<file path="src/include/smart_card_defs.svh">
// Register map, field positions, reset values and frame timing for the card port
`ifndef SMART_CARD_DEFS_SVH
`define SMART_CARD_DEFS_SVH

// ********************
// Register offsets
// ********************
`define A_SSR 8'h00
`define A_SMART_CARD_MODE_CONTROL 8'h01
`define A_CTRL 8'h02
`define A_TXD 8'h03
`define A_RXD 8'h04
`define A_BAUD 8'h05

// ********************
// Status register fields
// ********************
`define B_TX_BUFFER_EMPTY_FLAG 7
`define B_RDRF 6
`define B_ERS 4
`define B_PER 3
`define B_TX_END_FLAG 2
`define B_MPB 1
`define B_MULTIPROC_TX_BIT 0

// ********************
// Control and mode fields
// ********************
`define B_TE 5
`define B_RE 4
`define B_GM 3
`define B_BLK 2
`define B_ODD 1
`define B_DIR 3
`define B_INV 2
`define B_CARD_INTERFACE_SELECT 0
`define SMART_CARD_MODE_CONTROL_ONES 8'hF2
`define BAUD_RST 8'hBA

// ********************
// Frame timing in half etu ticks from the start bit
// ********************
`define HT_ONE 5'h01
`define HT_DFIRST 5'h02
`define HT_DLAST 5'h10
`define HT_RXDLAST 5'h11
`define HT_PAR 5'h12
`define HT_RXPAR 5'h13
`define HT_REL 5'h14
`define HT_ERRS 5'h15

// ********************
// Transmit end delays in tenths of an etu after the frame
// ********************
`define TX_END_FLAG_NORM_DETU 6'h19
`define TX_END_FLAG_GM_DETU 6'h0F
`define TX_END_FLAG_BLK_DETU 6'h0A
`define DETU_PER_HT 6'h05

`endif

</file>
<file path="src/include/smart_card_pkg.sv">
// Types and helpers shared by the card port design
`default_nettype none
package smart_card_pkg;

   typedef logic [7:0] byte_t;

   typedef enum logic [1:0] {S_IDLE, S_TX, S_RX} phase_e;

   // Whole state of the card port
   typedef struct packed {
      phase_e ph;
      logic [4:0] ht;
      byte_t div;
      byte_t sh;
      logic par;
      logic clk_prev;
      logic tx_buffer_empty_flag;
      logic rdrf;
      logic error_signal_flag;
      logic per;
      logic tx_end_flag;
      logic multiproc_tx_bit;
      byte_t armed;
      logic te;
      logic re;
      logic gm;
      logic block_transfer_mode;
      logic odd;
      logic dir;
      logic data_invert;
      logic card_interface_select;
      byte_t baud;
      byte_t rxd;
      byte_t rdata;
      logic io_oe;
      logic fifo_rdy;
   } port_state_s;

   // Bit order and inversion; the same map serves both directions
   function automatic byte_t map8(input byte_t b, input logic rev, input logic data_invert);
      byte_t r;
      for (int i = 0; i < 8; i++) begin
         r[i] = rev ? b[7 - i] : b[i];
      end
      return data_invert ? ~r : r;
   endfunction

endpackage
`default_nettype wire

</file>
<file path="src/rtl/smart_card_status_mode_ctrl.sv">
// Smart card transmit status flags, mode register and half-duplex character engine
`timescale 1ns/100ps
`include "smart_card_defs.svh"
`default_nettype none
module smart_card_status_mode_ctrl
   import smart_card_pkg::*;
(
   // Clock, reset, enable
   input wire logic REF_CLK,
   input wire logic RESETN,
   input wire logic CE,
   // Register port
   input wire logic [7:0] ADDR,
   input wire logic [7:0] WDATA,
   input wire logic WR_STB,
   input wire logic RD_STB,
   output logic [7:0] RDATA,
   // Transfer controller port
   input wire logic DMA_WR_STB,
   input wire logic [7:0] DMA_WR_DATA,
   input wire logic DMA_IS_DTC,
   input wire logic DMA_IRQ_AFTER_TRANSFER_SELECT,
   input wire logic DMA_COUNT_NZ,
   // Card link
   input wire logic CARD_CLK,
   input wire logic IO_IN,
   output logic IO_OUT,
   output logic IO_OE,
   // Status out
   output logic TX_FIFO_READY,
   output logic TX_EMPTY_REQ,
   output logic CARD_MODE
);

   // ********************
   // Declarations
   // ********************
   port_state_s s_reg;
   port_state_s s_next;
   logic [1:0] pins;
   logic line;
   logic clk_rise;
   logic half;
   logic [4:0] ht_inc;
   logic [5:0] detu;
   logic [4:0] tx_end_flag_ht;
   byte_t ssr_val;
   byte_t smart_card_mode_control_val;
   byte_t clr;
   byte_t txb;
   logic push;
   logic dma_clr;
   byte_t f_in;
   logic f_ir;
   logic f_ov;
   byte_t f_od;
   logic pop;

   // ********************
   // Pin synchronisers and buffer
   // ********************
   pin_sync #(.W(2)) u_sync (
      .clk(REF_CLK),
      .rstn(RESETN),
      .ce(CE),
      .d({IO_IN, CARD_CLK}),
      .q(pins)
   );

   assign line = pins[1];

   // Controller word wins the buffer over a register write in the same cycle
   assign push = DMA_WR_STB || (WR_STB && ADDR == `A_TXD);
   assign f_in = DMA_WR_STB ? DMA_WR_DATA : WDATA;

   tx_word_fifo #(.W(8), .D(8)) u_fifo (
      .clk(REF_CLK),
      .rstn(RESETN),
      .ce(CE),
      .in_valid(push),
      .in_ready(f_ir),
      .in_data(f_in),
      .out_valid(f_ov),
      .out_ready(pop),
      .out_data(f_od)
   );

   // ********************
   // Derived values
   // ********************
   // Half etu ticks from card clock rising edges and the baud divider
   assign clk_rise = pins[0] && !s_reg.clk_prev;
   assign half = (s_reg.ph != S_IDLE) && clk_rise && (s_reg.div == s_reg.baud - 8'h01);
   assign ht_inc = s_reg.ht + `HT_ONE;

   // Block mode takes precedence over guard time mode
   assign detu = s_reg.block_transfer_mode ? `TX_END_FLAG_BLK_DETU : (s_reg.gm ? `TX_END_FLAG_GM_DETU : `TX_END_FLAG_NORM_DETU);
   assign tx_end_flag_ht = `HT_REL + 5'(detu / `DETU_PER_HT);

   // Transmit byte after order and inversion
   assign txb = map8(f_od, s_reg.dir, s_reg.data_invert);

   // Start a character only when idle, enabled and no error pending
   assign pop = (s_reg.ph == S_IDLE) && s_reg.card_interface_select && s_reg.te && !s_reg.error_signal_flag && f_ov;

   // A plain DMA write always clears; the other controller only when allowed
   assign dma_clr = DMA_WR_STB && (!DMA_IS_DTC || (!DMA_IRQ_AFTER_TRANSFER_SELECT && DMA_COUNT_NZ));

   // Status and mode read images
   always_comb begin
      ssr_val = 8'h00;
      ssr_val[`B_TX_BUFFER_EMPTY_FLAG] = s_reg.tx_buffer_empty_flag;
      ssr_val[`B_RDRF] = s_reg.rdrf;
      ssr_val[`B_ERS] = s_reg.error_signal_flag;
      ssr_val[`B_PER] = s_reg.per;
      ssr_val[`B_TX_END_FLAG] = s_reg.tx_end_flag;
      ssr_val[`B_MPB] = 1'b0;
      ssr_val[`B_MULTIPROC_TX_BIT] = s_reg.multiproc_tx_bit;
      smart_card_mode_control_val = `SMART_CARD_MODE_CONTROL_ONES;
      smart_card_mode_control_val[`B_DIR] = s_reg.dir;
      smart_card_mode_control_val[`B_INV] = s_reg.data_invert;
      smart_card_mode_control_val[`B_CARD_INTERFACE_SELECT] = s_reg.card_interface_select;
   end

   // ********************
   // Next state
   // ********************
   // Clears are applied first so that a hardware set in the same cycle wins
   always_comb begin
      s_next = s_reg;
      clr = 8'h00;
      s_next.clk_prev = pins[0];
      s_next.fifo_rdy = f_ir;
      s_next.rdata = 8'h00;

      // Register writes
      if (WR_STB) begin
         case (ADDR)
            `A_SSR: begin
               // Only a flag seen as one by the last status read can be cleared
               clr = s_reg.armed & ~WDATA;
               s_next.armed = 8'h00;
               s_next.multiproc_tx_bit = WDATA[`B_MULTIPROC_TX_BIT];
            end
            `A_SMART_CARD_MODE_CONTROL: begin
               s_next.dir = WDATA[`B_DIR];
               s_next.data_invert = WDATA[`B_INV];
               s_next.card_interface_select = WDATA[`B_CARD_INTERFACE_SELECT];
            end
            `A_CTRL: begin
               // Dropping receive enable leaves the error flag alone
               s_next.te = WDATA[`B_TE];
               s_next.re = WDATA[`B_RE];
               s_next.gm = WDATA[`B_GM];
               s_next.block_transfer_mode = WDATA[`B_BLK];
               s_next.odd = WDATA[`B_ODD];
            end
            `A_BAUD: begin
               s_next.baud = WDATA;
            end
            default: begin
            end
         endcase
      end

      // Register reads, data in the following cycle only
      if (RD_STB) begin
         case (ADDR)
            `A_SSR: begin
               s_next.rdata = ssr_val;
               s_next.armed = ssr_val;
            end
            `A_SMART_CARD_MODE_CONTROL: s_next.rdata = smart_card_mode_control_val;
            `A_CTRL: begin
               s_next.rdata[`B_TE] = s_reg.te;
               s_next.rdata[`B_RE] = s_reg.re;
               s_next.rdata[`B_GM] = s_reg.gm;
               s_next.rdata[`B_BLK] = s_reg.block_transfer_mode;
               s_next.rdata[`B_ODD] = s_reg.odd;
            end
            `A_RXD: s_next.rdata = s_reg.rxd;
            `A_BAUD: s_next.rdata = s_reg.baud;
            default: s_next.rdata = 8'h00;
         endcase
      end

      // Flag clears; transmit end has no write path of its own
      if (clr[`B_TX_BUFFER_EMPTY_FLAG] || dma_clr) begin
         s_next.tx_buffer_empty_flag = 1'b0;
         s_next.tx_end_flag = 1'b0;
      end
      if (clr[`B_ERS]) begin
         s_next.error_signal_flag = 1'b0;
      end
      if (clr[`B_PER]) begin
         s_next.per = 1'b0;
      end
      if (clr[`B_RDRF]) begin
         s_next.rdrf = 1'b0;
      end

      // Divider runs only inside a character
      if (s_reg.ph == S_IDLE) begin
         s_next.div = 8'h00;
      end else if (clk_rise) begin
         s_next.div = half ? 8'h00 : s_reg.div + 8'h01;
      end

      // Character engine
      case (s_reg.ph)
         S_IDLE: begin
            if (pop) begin
               // Buffer word moved to the shifter, so the buffer reads empty again
               s_next.ph = S_TX;
               s_next.ht = 5'h00;
               s_next.sh = txb;
               s_next.par = (^txb) ^ s_reg.odd;
               s_next.io_oe = 1'b1;
               s_next.tx_buffer_empty_flag = 1'b1;
            end else if (s_reg.card_interface_select && s_reg.re && !line) begin
               s_next.ph = S_RX;
               s_next.ht = 5'h00;
            end
         end
         S_TX: begin
            if (half) begin
               s_next.ht = ht_inc;
               if (ht_inc >= `HT_DFIRST && ht_inc <= `HT_DLAST && !ht_inc[0]) begin
                  // Line is open drain: drive only for a zero
                  s_next.io_oe = !s_reg.sh[0];
                  s_next.sh = s_reg.sh >> 1;
               end
               if (ht_inc == `HT_PAR) begin
                  s_next.io_oe = !s_reg.par;
               end
               if (ht_inc == `HT_REL) begin
                  s_next.io_oe = 1'b0;
               end
               if (ht_inc == `HT_ERRS && !line) begin
                  s_next.error_signal_flag = 1'b1;
               end
               if (ht_inc == tx_end_flag_ht) begin
                  s_next.ph = S_IDLE;
                  if (!s_next.error_signal_flag && s_next.tx_buffer_empty_flag) begin
                     s_next.tx_end_flag = 1'b1;
                  end
               end
            end
         end
         S_RX: begin
            if (half) begin
               s_next.ht = ht_inc;
               if (ht_inc == `HT_ONE && line) begin
                  // Glitch rather than a start bit
                  s_next.ph = S_IDLE;
               end
               if (ht_inc > `HT_DFIRST && ht_inc <= `HT_RXDLAST && ht_inc[0]) begin
                  s_next.sh = {line, s_reg.sh[7:1]};
               end
               if (ht_inc == `HT_RXPAR) begin
                  // Parity checks line levels, so inversion has no effect on it
                  s_next.rxd = map8(s_reg.sh, s_reg.dir, s_reg.data_invert);
                  if (((^s_reg.sh) ^ s_reg.odd) != line) begin
                     s_next.per = 1'b1;
                  end else begin
                     s_next.rdrf = 1'b1;
                  end
               end
               if (ht_inc == `HT_REL) begin
                  s_next.ph = S_IDLE;
               end
            end
         end
         default: s_next.ph = S_IDLE;
      endcase

      // Transmitter off and no error keeps the end flag up
      if (!s_reg.te && !s_reg.error_signal_flag) begin
         s_next.tx_end_flag = 1'b1;
      end
   end

   // ********************
   // State register
   // ********************
   // Clock enable low freezes everything, strobes included
   always_ff @(posedge REF_CLK) begin
      if (!RESETN) begin
         s_reg <= '0;
         s_reg.tx_buffer_empty_flag <= 1'b1;
         s_reg.tx_end_flag <= 1'b1;
         s_reg.baud <= `BAUD_RST;
      end else if (CE) begin
         s_reg <= s_next;
      end
   end

   // Outputs straight from the state register
   assign RDATA = s_reg.rdata;
   assign IO_OUT = s_reg.clk_prev & 1'b0;
   assign IO_OE = s_reg.io_oe;
   assign TX_FIFO_READY = s_reg.fifo_rdy;
   assign TX_EMPTY_REQ = s_reg.tx_buffer_empty_flag;
   assign CARD_MODE = s_reg.card_interface_select;
endmodule
`default_nettype wire

</file>
<file path="src/rtl/pin_sync.sv">
// Two stage synchroniser for pins coming from outside the clock domain
`timescale 1ns/100ps
`default_nettype none
module pin_sync #(
   parameter int W = 1
) (
   // Clock and control
   input wire logic clk,
   input wire logic rstn,
   input wire logic ce,
   // Pins in, synchronised out
   input wire logic [W-1:0] d,
   output logic [W-1:0] q
);

   typedef struct packed {
      logic [W-1:0] meta;
      logic [W-1:0] q;
   } sync_s;

   sync_s s_reg;
   sync_s s_next;

   // First stage feeds only the second stage
   always_comb begin
      s_next = s_reg;
      s_next.meta = d;
      s_next.q = s_reg.meta;
   end

   // Registers
   always_ff @(posedge clk) begin
      if (!rstn) begin
         s_reg <= '0;
      end else if (ce) begin
         s_reg <= s_next;
      end
   end

   assign q = s_reg.q;

endmodule
`default_nettype wire

</file>
<file path="src/rtl/tx_word_fifo.sv">
// Transmit word buffer with valid and ready on both sides
`timescale 1ns/100ps
`default_nettype none
module tx_word_fifo #(
   parameter int W = 8,
   parameter int D = 8
) (
   // Clock and control
   input wire logic clk,
   input wire logic rstn,
   input wire logic ce,
   // Fill side
   input wire logic in_valid,
   output logic in_ready,
   input wire logic [W-1:0] in_data,
   // Drain side
   output logic out_valid,
   input wire logic out_ready,
   output logic [W-1:0] out_data
);

   localparam int AW = $clog2(D);

   typedef struct packed {
      logic [D-1:0][W-1:0] mem;
      logic [AW-1:0] wp;
      logic [AW-1:0] rp;
      logic [AW:0] cnt;
   } fifo_s;

   fifo_s f_reg;
   fifo_s f_next;
   logic push;
   logic pop;

   // Flags come from the count register, so full and empty never lie
   assign in_ready = (f_reg.cnt != (AW + 1)'(D));
   assign out_valid = (f_reg.cnt != '0);
   assign out_data = f_reg.mem[f_reg.rp];
   assign push = in_valid && in_ready;
   assign pop = out_valid && out_ready;

   // Pointer and count update
   always_comb begin
      f_next = f_reg;
      if (push) begin
         f_next.mem[f_reg.wp] = in_data;
         f_next.wp = (f_reg.wp == (AW)'(D - 1)) ? '0 : f_reg.wp + 1'b1;
      end
      if (pop) begin
         f_next.rp = (f_reg.rp == (AW)'(D - 1)) ? '0 : f_reg.rp + 1'b1;
      end
      if (push && !pop) begin
         f_next.cnt = f_reg.cnt + 1'b1;
      end else if (pop && !push) begin
         f_next.cnt = f_reg.cnt - 1'b1;
      end
   end

   // Registers
   always_ff @(posedge clk) begin
      if (!rstn) begin
         f_reg <= '0;
      end else if (ce) begin
         f_reg <= f_next;
      end
   end

endmodule
`default_nettype wire

</file>
<file path="config.mk">
export PLATFORM = sky130hd
export DESIGN_NAME = smart_card_status_mode_ctrl
export DESIGN_NICKNAME = d
export VERILOG_FILES = /design/src/include/smart_card_pkg.sv /design/src/rtl/smart_card_status_mode_ctrl.sv /design/src/rtl/pin_sync.sv /design/src/rtl/tx_word_fifo.sv
export VERILOG_INCLUDE_DIRS = /design/src /design/src/include
export SDC_FILE = /design/constraint.sdc
export NUM_CORES = 1
export LEC_CHECK = 0
export ABC_CLOCK_PERIOD_IN_PS = 5200
export BUFFER_PORTS_ARGS = -buffer_cell sky130_fd_sc_hd__clkbuf_2
export CAP_MARGIN = 20
export CORE_ASPECT_RATIO = 1.25
export CORE_MARGIN = 5
export CORE_UTILIZATION = 35
export CTS_CLUSTER_SIZE = 10
export DETAILED_ROUTE_END_ITERATION = 12
export PLACE_DENSITY = 0.57
export SKIP_LAST_GASP = 1
export SLEW_MARGIN = 20
export SYNTH_ARGS = -nofsm -noshare
export SYNTH_HDL_FRONTEND = slang
export SYNTH_SLANG_ARGS = --single-unit
</file>
<file path="constraint.sdc">
create_clock -name REF_CLK -period 5.2 [get_ports REF_CLK]
set_input_delay 1.56 -clock REF_CLK [delete_from_list [all_inputs] [get_ports REF_CLK]]
set_output_delay 1.56 -clock REF_CLK [all_outputs]
set_load 0.01 [all_outputs]
</file>
# After elaboration in Yosys (flattened, before gate mapping)
# Index checks and enable logic that the tools add are counted.
word_totals:
  register_bits: 151
  out_inout_bits: 13
  in_bits: 35
op_classes:
  reduce_logical: 64
  n_div: 1
  magnitude_cmp: 7
  n_eq_ne: 27
  bitwise_logic: 6
  n_addsub: 8
  muxes: 92
ops:
  columns: ["cell", "count"]
  rows:
  - ["$mux 8", 19]
  - ["$bwmux 64", 1]
  - ["$mux 1", 46]
  - ["$mux 7", 4]
  - ["$logic_and 1x1->1", 25]
  - ["$pmux 5 s5", 1]
  - ["$bmux 8 s3", 1]
  - ["$demux 8 s3", 1]
  - ["$mux 24", 1]
  - ["$not 8->8", 3]
  - ["$pmux 8 s3", 1]
  - ["$eq 5x5->1 const B", 4]
  - ["$eq 8x2->1 const B", 2]
  - ["$eq 8x3->1 const B", 2]
  - ["$reduce_xor 8->1", 2]
  - ["$mux 5", 3]
  - ["$pmux 5 s3", 1]
  - ["$reduce_and 3->1", 5]
  - ["$logic_not 1->1", 12]
  - ["$le 5x5->1 const B", 2]
  - ["$ne 2x2->1 const B", 5]
  - ["$reduce_and 5->1", 2]
  - ["$mux 3", 3]
  - ["$mux 9", 1]
  - ["42 further kinds", 58]

# Logic depth before layout (Yosys ltp)
depth:
  depth_word: 15
  depth_mapped: 14

# Hierarchy
# From an unflattened synthesis, not the netlist that was laid out.
unflattened:
  hier_cells: 884
  hier_area_um2: 8279.2
modules_own_cells:
  columns: ["mod", "seq_area_each_um2", "area_each_um2", "cells_each", "n_inst"]
  rows:
  - ["smart_card_status_mode_ctrl", 1381.3, 4687.0, 555, 1]
  - ["tx_word_fifo", 1481.4, 3435.8, 316, 1]
  - ["pin_sync", 80.1, 156.4, 13, 1]

# Worst setup path before layout
# No wires, ideal clock.
synth_path:
  path_kind: "input to register"
  start: "input port DMA_WR_STB"
  end: "register u_fifo.f_reg[3] (netlist name)"
  arrival_ns: 3.399
  n_path_buf: 1
  path_slack_ns: 1.673
  path_stages: 11
  setup_ns: 0.128
  path_cell_list: "buf_1 -> a2bb2oi_2 -> ha_1 -> inv_1 -> ha_1 -> a21o_1 -> a21oi_1 -> xnor2_1 -> nand2_1 -> xor2_1 -> nor2_1"
synth_between:
  elab_chain_cells: 6
  elab_cells_between_ends: 8
  classes_between: "1 x mux; 7 x reduce/logical"
synth_lines:
  columns: ["element", "line_no", "text"]
  rows:
  - ["start, declared", "smart_card_status_mode_ctrl.sv:19", "input wire logic DMA_WR_STB,"]
  - ["$logic_or 1x1->1 *", "smart_card_status_mode_ctrl.sv:73", "assign push = DMA_WR_STB || (WR_STB && ADDR == `A_TXD);"]
  - ["$logic_and 1x1->1 *", "tx_word_fifo.sv:40", "assign push = in_valid && in_ready;"]
  - ["$logic_not 1->1", "tx_word_fifo.sv:55", "end else if (pop && !push) begin"]
  - ["$logic_and 1x1->1", "tx_word_fifo.sv:55", null]
  - ["$reduce_bool 2->1 (no line)", null, null]
  - ["$reduce_and 2->1 (no line)", null, null]
  - ["end signal, assigned", "tx_word_fifo.sv:65", "f_reg <= f_next;"]
  - ["end, declared", "tx_word_fifo.sv:31", "fifo_s f_reg;"]
# Every way passes the cells marked *; elsewhere a longest branch is shown, timed or not.
# A chain may end at the register's enable or synchronous reset.

# Worst setup path after layout
layout_path:
  start: "input port ADDR[0]"
  end: "register u_fifo.f_reg[51] (netlist name)"
layout_between:
  elab_chain_cells: 5
layout_lines:
  columns: ["element", "line_no", "text"]
  rows:
  - ["start, declared", "smart_card_status_mode_ctrl.sv:13", "input wire logic [7:0] ADDR,"]
  - ["$eq 8x2->1 (no line)", null, null]
  - ["$logic_and 1x1->1 (no line)", null, null]
  - ["$logic_or 1x1->1", "smart_card_status_mode_ctrl.sv:73", null]
  - ["$logic_and 1x1->1", "tx_word_fifo.sv:40", null]
  - ["$reduce_and 2->1 (no line)", null, null]
# Every way passes these cells.

==> results.py <==
metrics = {
    "outcome": {
        "outcome": "completed",
    },
    "global_route": {
        "antenna_found_initial": 0,
        "gr-total-overflow": 0,
        "grt_first_pass_wirelength_mm": 33.90,
        "grt_max_degree": 78,
        "grtUsageTotal": 0.1584,
        "grt_pass1_vias": 6238,
    },
    "sta": {
        "finalSetupTns_ns": 0,
        "fin_skew_ns": 0.01073,
        "maxSlewHeadroom": 0.2242,
        "setup_viol": 0,
        "fin_crit_sh": 0.6818,
        "hold_viol_final": 0,
        "worst_slew_pin_slew_ns": 1.131,
        "fmax_mhz": 282.0,
        "rsz0062_at_grt": "false",
        "fin_crit_ns": 3.546,
        "drv_slew": 0,
        "whs_ns": 0.4790,
    },
    "synthesis": {
        "synth-xor-area-share": 0.06713,
        "synth_seq_cells": 147,
        "avgSynthCellArea_um2": 9.246,
        "synth_top_family_by_area": "simple AND/OR/NAND/NOR gates",
        "synth_mux_area_frac": 0.1644,
        "synthFlopType": "dfxtp_1",
        "synth_compound_area_frac": 0.1505,
        "postSynthCellCount": 883,
        "async_reset_ff_frac": 0,
        "synth_warnings": 0,
        "synth_edf_count": 0,
        "syn_area_mm2": 0.008164,
        "synth-adder-area-share": 0.03004,
        "synth_nets": 937,
        "synth_simple_gate_area_share": 0.1799,
        "synth-seq-area-share": 0.3605,
        "ys_types": 75,
    },
    "clock_network": {
        "cts_hold_buf": 0,
        "clock_latency_ns": 0.43,
        "cts_tree": "yes",
        "cts_buffers": 17,
        "htreeDepth": 4,
        "cts_root_buf": "clkbuf_16",
        "clock_path_buffers": 2,
        "cts_resized": 0,
        "postCtsSetupRepairBufs": 0,
        "cts_sinks": 147,
        "path_clk_slew_ns": 0.06,
    },
    "worst_setup_path": {
        "r2r_start": "s_reg[66]",
        "slowest_stage": "nor3b_2",
        "cp-startpoint": "ADDR[0]",
        "cp-end-kind": "flip-flop",
        "crit_required_ns": 5.53,
        "start_kind": "input port",
        "cpPeakStageDelay_ns": 0.84,
        "path_max_fanout": 16,
        "cp_data_arrival_time_ns": 3.87,
        "crit_chain": "clkbuf_2 -> and4b_1 -> and3_1 -> a2bb2oi_2 -> nand3_1 -> nor3b_2 -> nor2_1 -> a211oi_1",
        "critPathKind": "input port to flip-flop",
    },
    "detailed_routing": {
        "drt-pass1-iter-count": 4,
        "remaining_drc_errors": 0,
        "post_drt_via_cell_ratio": 5.378,
        "drt_iter0_drc": 370,
        "routedWlPerCell_um": 17.48,
        "postRouteAntennaNets": 0,
        "drt-total-wl_mm": 20.79,
        "vias": 6395,
    },
    "floorplan": {
        "core-area_mm2": 0.02296,
        "initial_core_util": 0.3555,
        "rows": 62,
        "ios": 48,
        "dieWidth_um": 146.6,
        "dieArea_mm2": 0.02650,
        "die_y_um": 180.8,
    },
    "placed_design": {
        "place_congestion": 0.8427,
        "dp.final_hpwl_mm": 15.11,
        "dpl.cell_count": 1158,
        "port_buffers": 46,
    },
    "cells_and_area": {
        "diodes": 0,
        "mostFrequentLayoutCells": "146 x dfxtp_1, 133 x nor2_1, 70 x mux2i_1",
        "finalNonFillerCells": 1189,
        "final_common_cell": "dfxtp_1",
        "synthToLayoutAreaGrowth_pct": 11.22,
        "largest_register_ffs": 74,
        "final_net_count": 943,
        "layout-drive-gt1-share": 0.1532,
    },
    "flow_run": {
        "maxCapViolCount": 0,
    },
    "power": {
        "p_leak_nw": 3.328,
        "peakVddDrop_mv": 0.2033,
        "p_per_area_mw_per_mm2": 285.1,
    },
    "min_path": {
        "hold_path_class": "flip-flop to flip-flop",
        "hp-start": "RDATA[0]",
    },
}
-- metal layers --
metal,vias up,part of all wire,track usage
li1,3199,-,-
met1,3085,0.43,0.1884
met2,81,0.52,0.2871
met3,30,0.026,0.02632
met4,0,0.020,0.05422
met5,-,0,0
-- synth_stat cells, types with 6 or more instances --
library cell	n	area, µm²
dfxtp_1	147	2943
nor2_1	133	499.2
mux2i_1	70	700.7
a211oi_1	65	488.0
nand2_1	58	217.7
xnor2_1	45	394.1
clkbuf_1	35	131.4
o21ai_0	25	125.1
a21oi_1	23	115.1
mux4_2	23	518.0
nand3_1	20	100.1
ha_1	18	225.2
inv_1	17	63.81
nor2b_1	15	93.84
xor2_1	15	131.4
buf_2	13	65.06
mux2_2	11	123.9
buf_4	10	75.07
nor3_1	10	50.05
o22ai_1	9	56.30
a31oi_1	7	43.79
and3_1	7	43.79
nand4_1	7	43.79
and2_1	6	37.54
o211ai_1	6	45.04
-- power by group --
group          switching (mW)  internal, mW  total, mW  leakage (nW)
sequential             0.0200          1.14       1.16          1.19
combinational           0.119        0.0823      0.201          1.87
clock                   0.514         0.711       1.22         0.274
-- area by class of cell --
type	instances	area, µm²
Multi-Input combinational cell	652	4837
Timing Repair Buffer	52	287.8
Clock buffer	18	429.2
Inverter	19	72.57
Tap cell	288	360.3
Sequential cell	147	2944
Clock inverter	13	148.9
Fill cell	2295	13880
-- through the flow --
step           power, mW  setup slack [ns]    util  instance area [µm²]
2_1_floorplan      1.324             1.673       -                 8164
3_3_place_gp       1.388             1.254  0.3702                 8501
3_5_place_dp       1.389             1.205  0.3702                 8501
4_1_cts            2.607             1.615  0.3954                 9079
5_1_grt            2.678             1.316  0.3954                 9080
6_report           2.589             1.655  0.3954                 9080
-- critical path, delay by kind of cell --
kind / cells / cell delay, ns
AO/OA/AOI/OAI: 2 / 0.47
buffers and inverters: 1 / 0.27
AND/OR/NAND/NOR: 5 / 1.57
-- kinds of logic (layout without fill, tap and decap cells) --
kind of cell             Yosys count  in the layout
AO/OA/AOI/OAI                    172            172
XOR/XNOR                          61             61
adder cells (fa/ha/maj)           19             19
buffers and inverters             84            102
flip-flops                       147            147
multiplexers                     104            104
other                              1              1
AND/OR/NAND/NOR                  295            295
-- final timing paths --
path                      end  slack, ns  depth (start not counted)
max          u_fifo.f_reg[51]       1.65                          8
min                  RDATA[0]       0.48                          2
max reg2reg         s_reg[52]       2.36                          8
min reg2reg          RDATA[0]       0.48                          2
No activity file was read; power rests on OpenSTA's default activity.
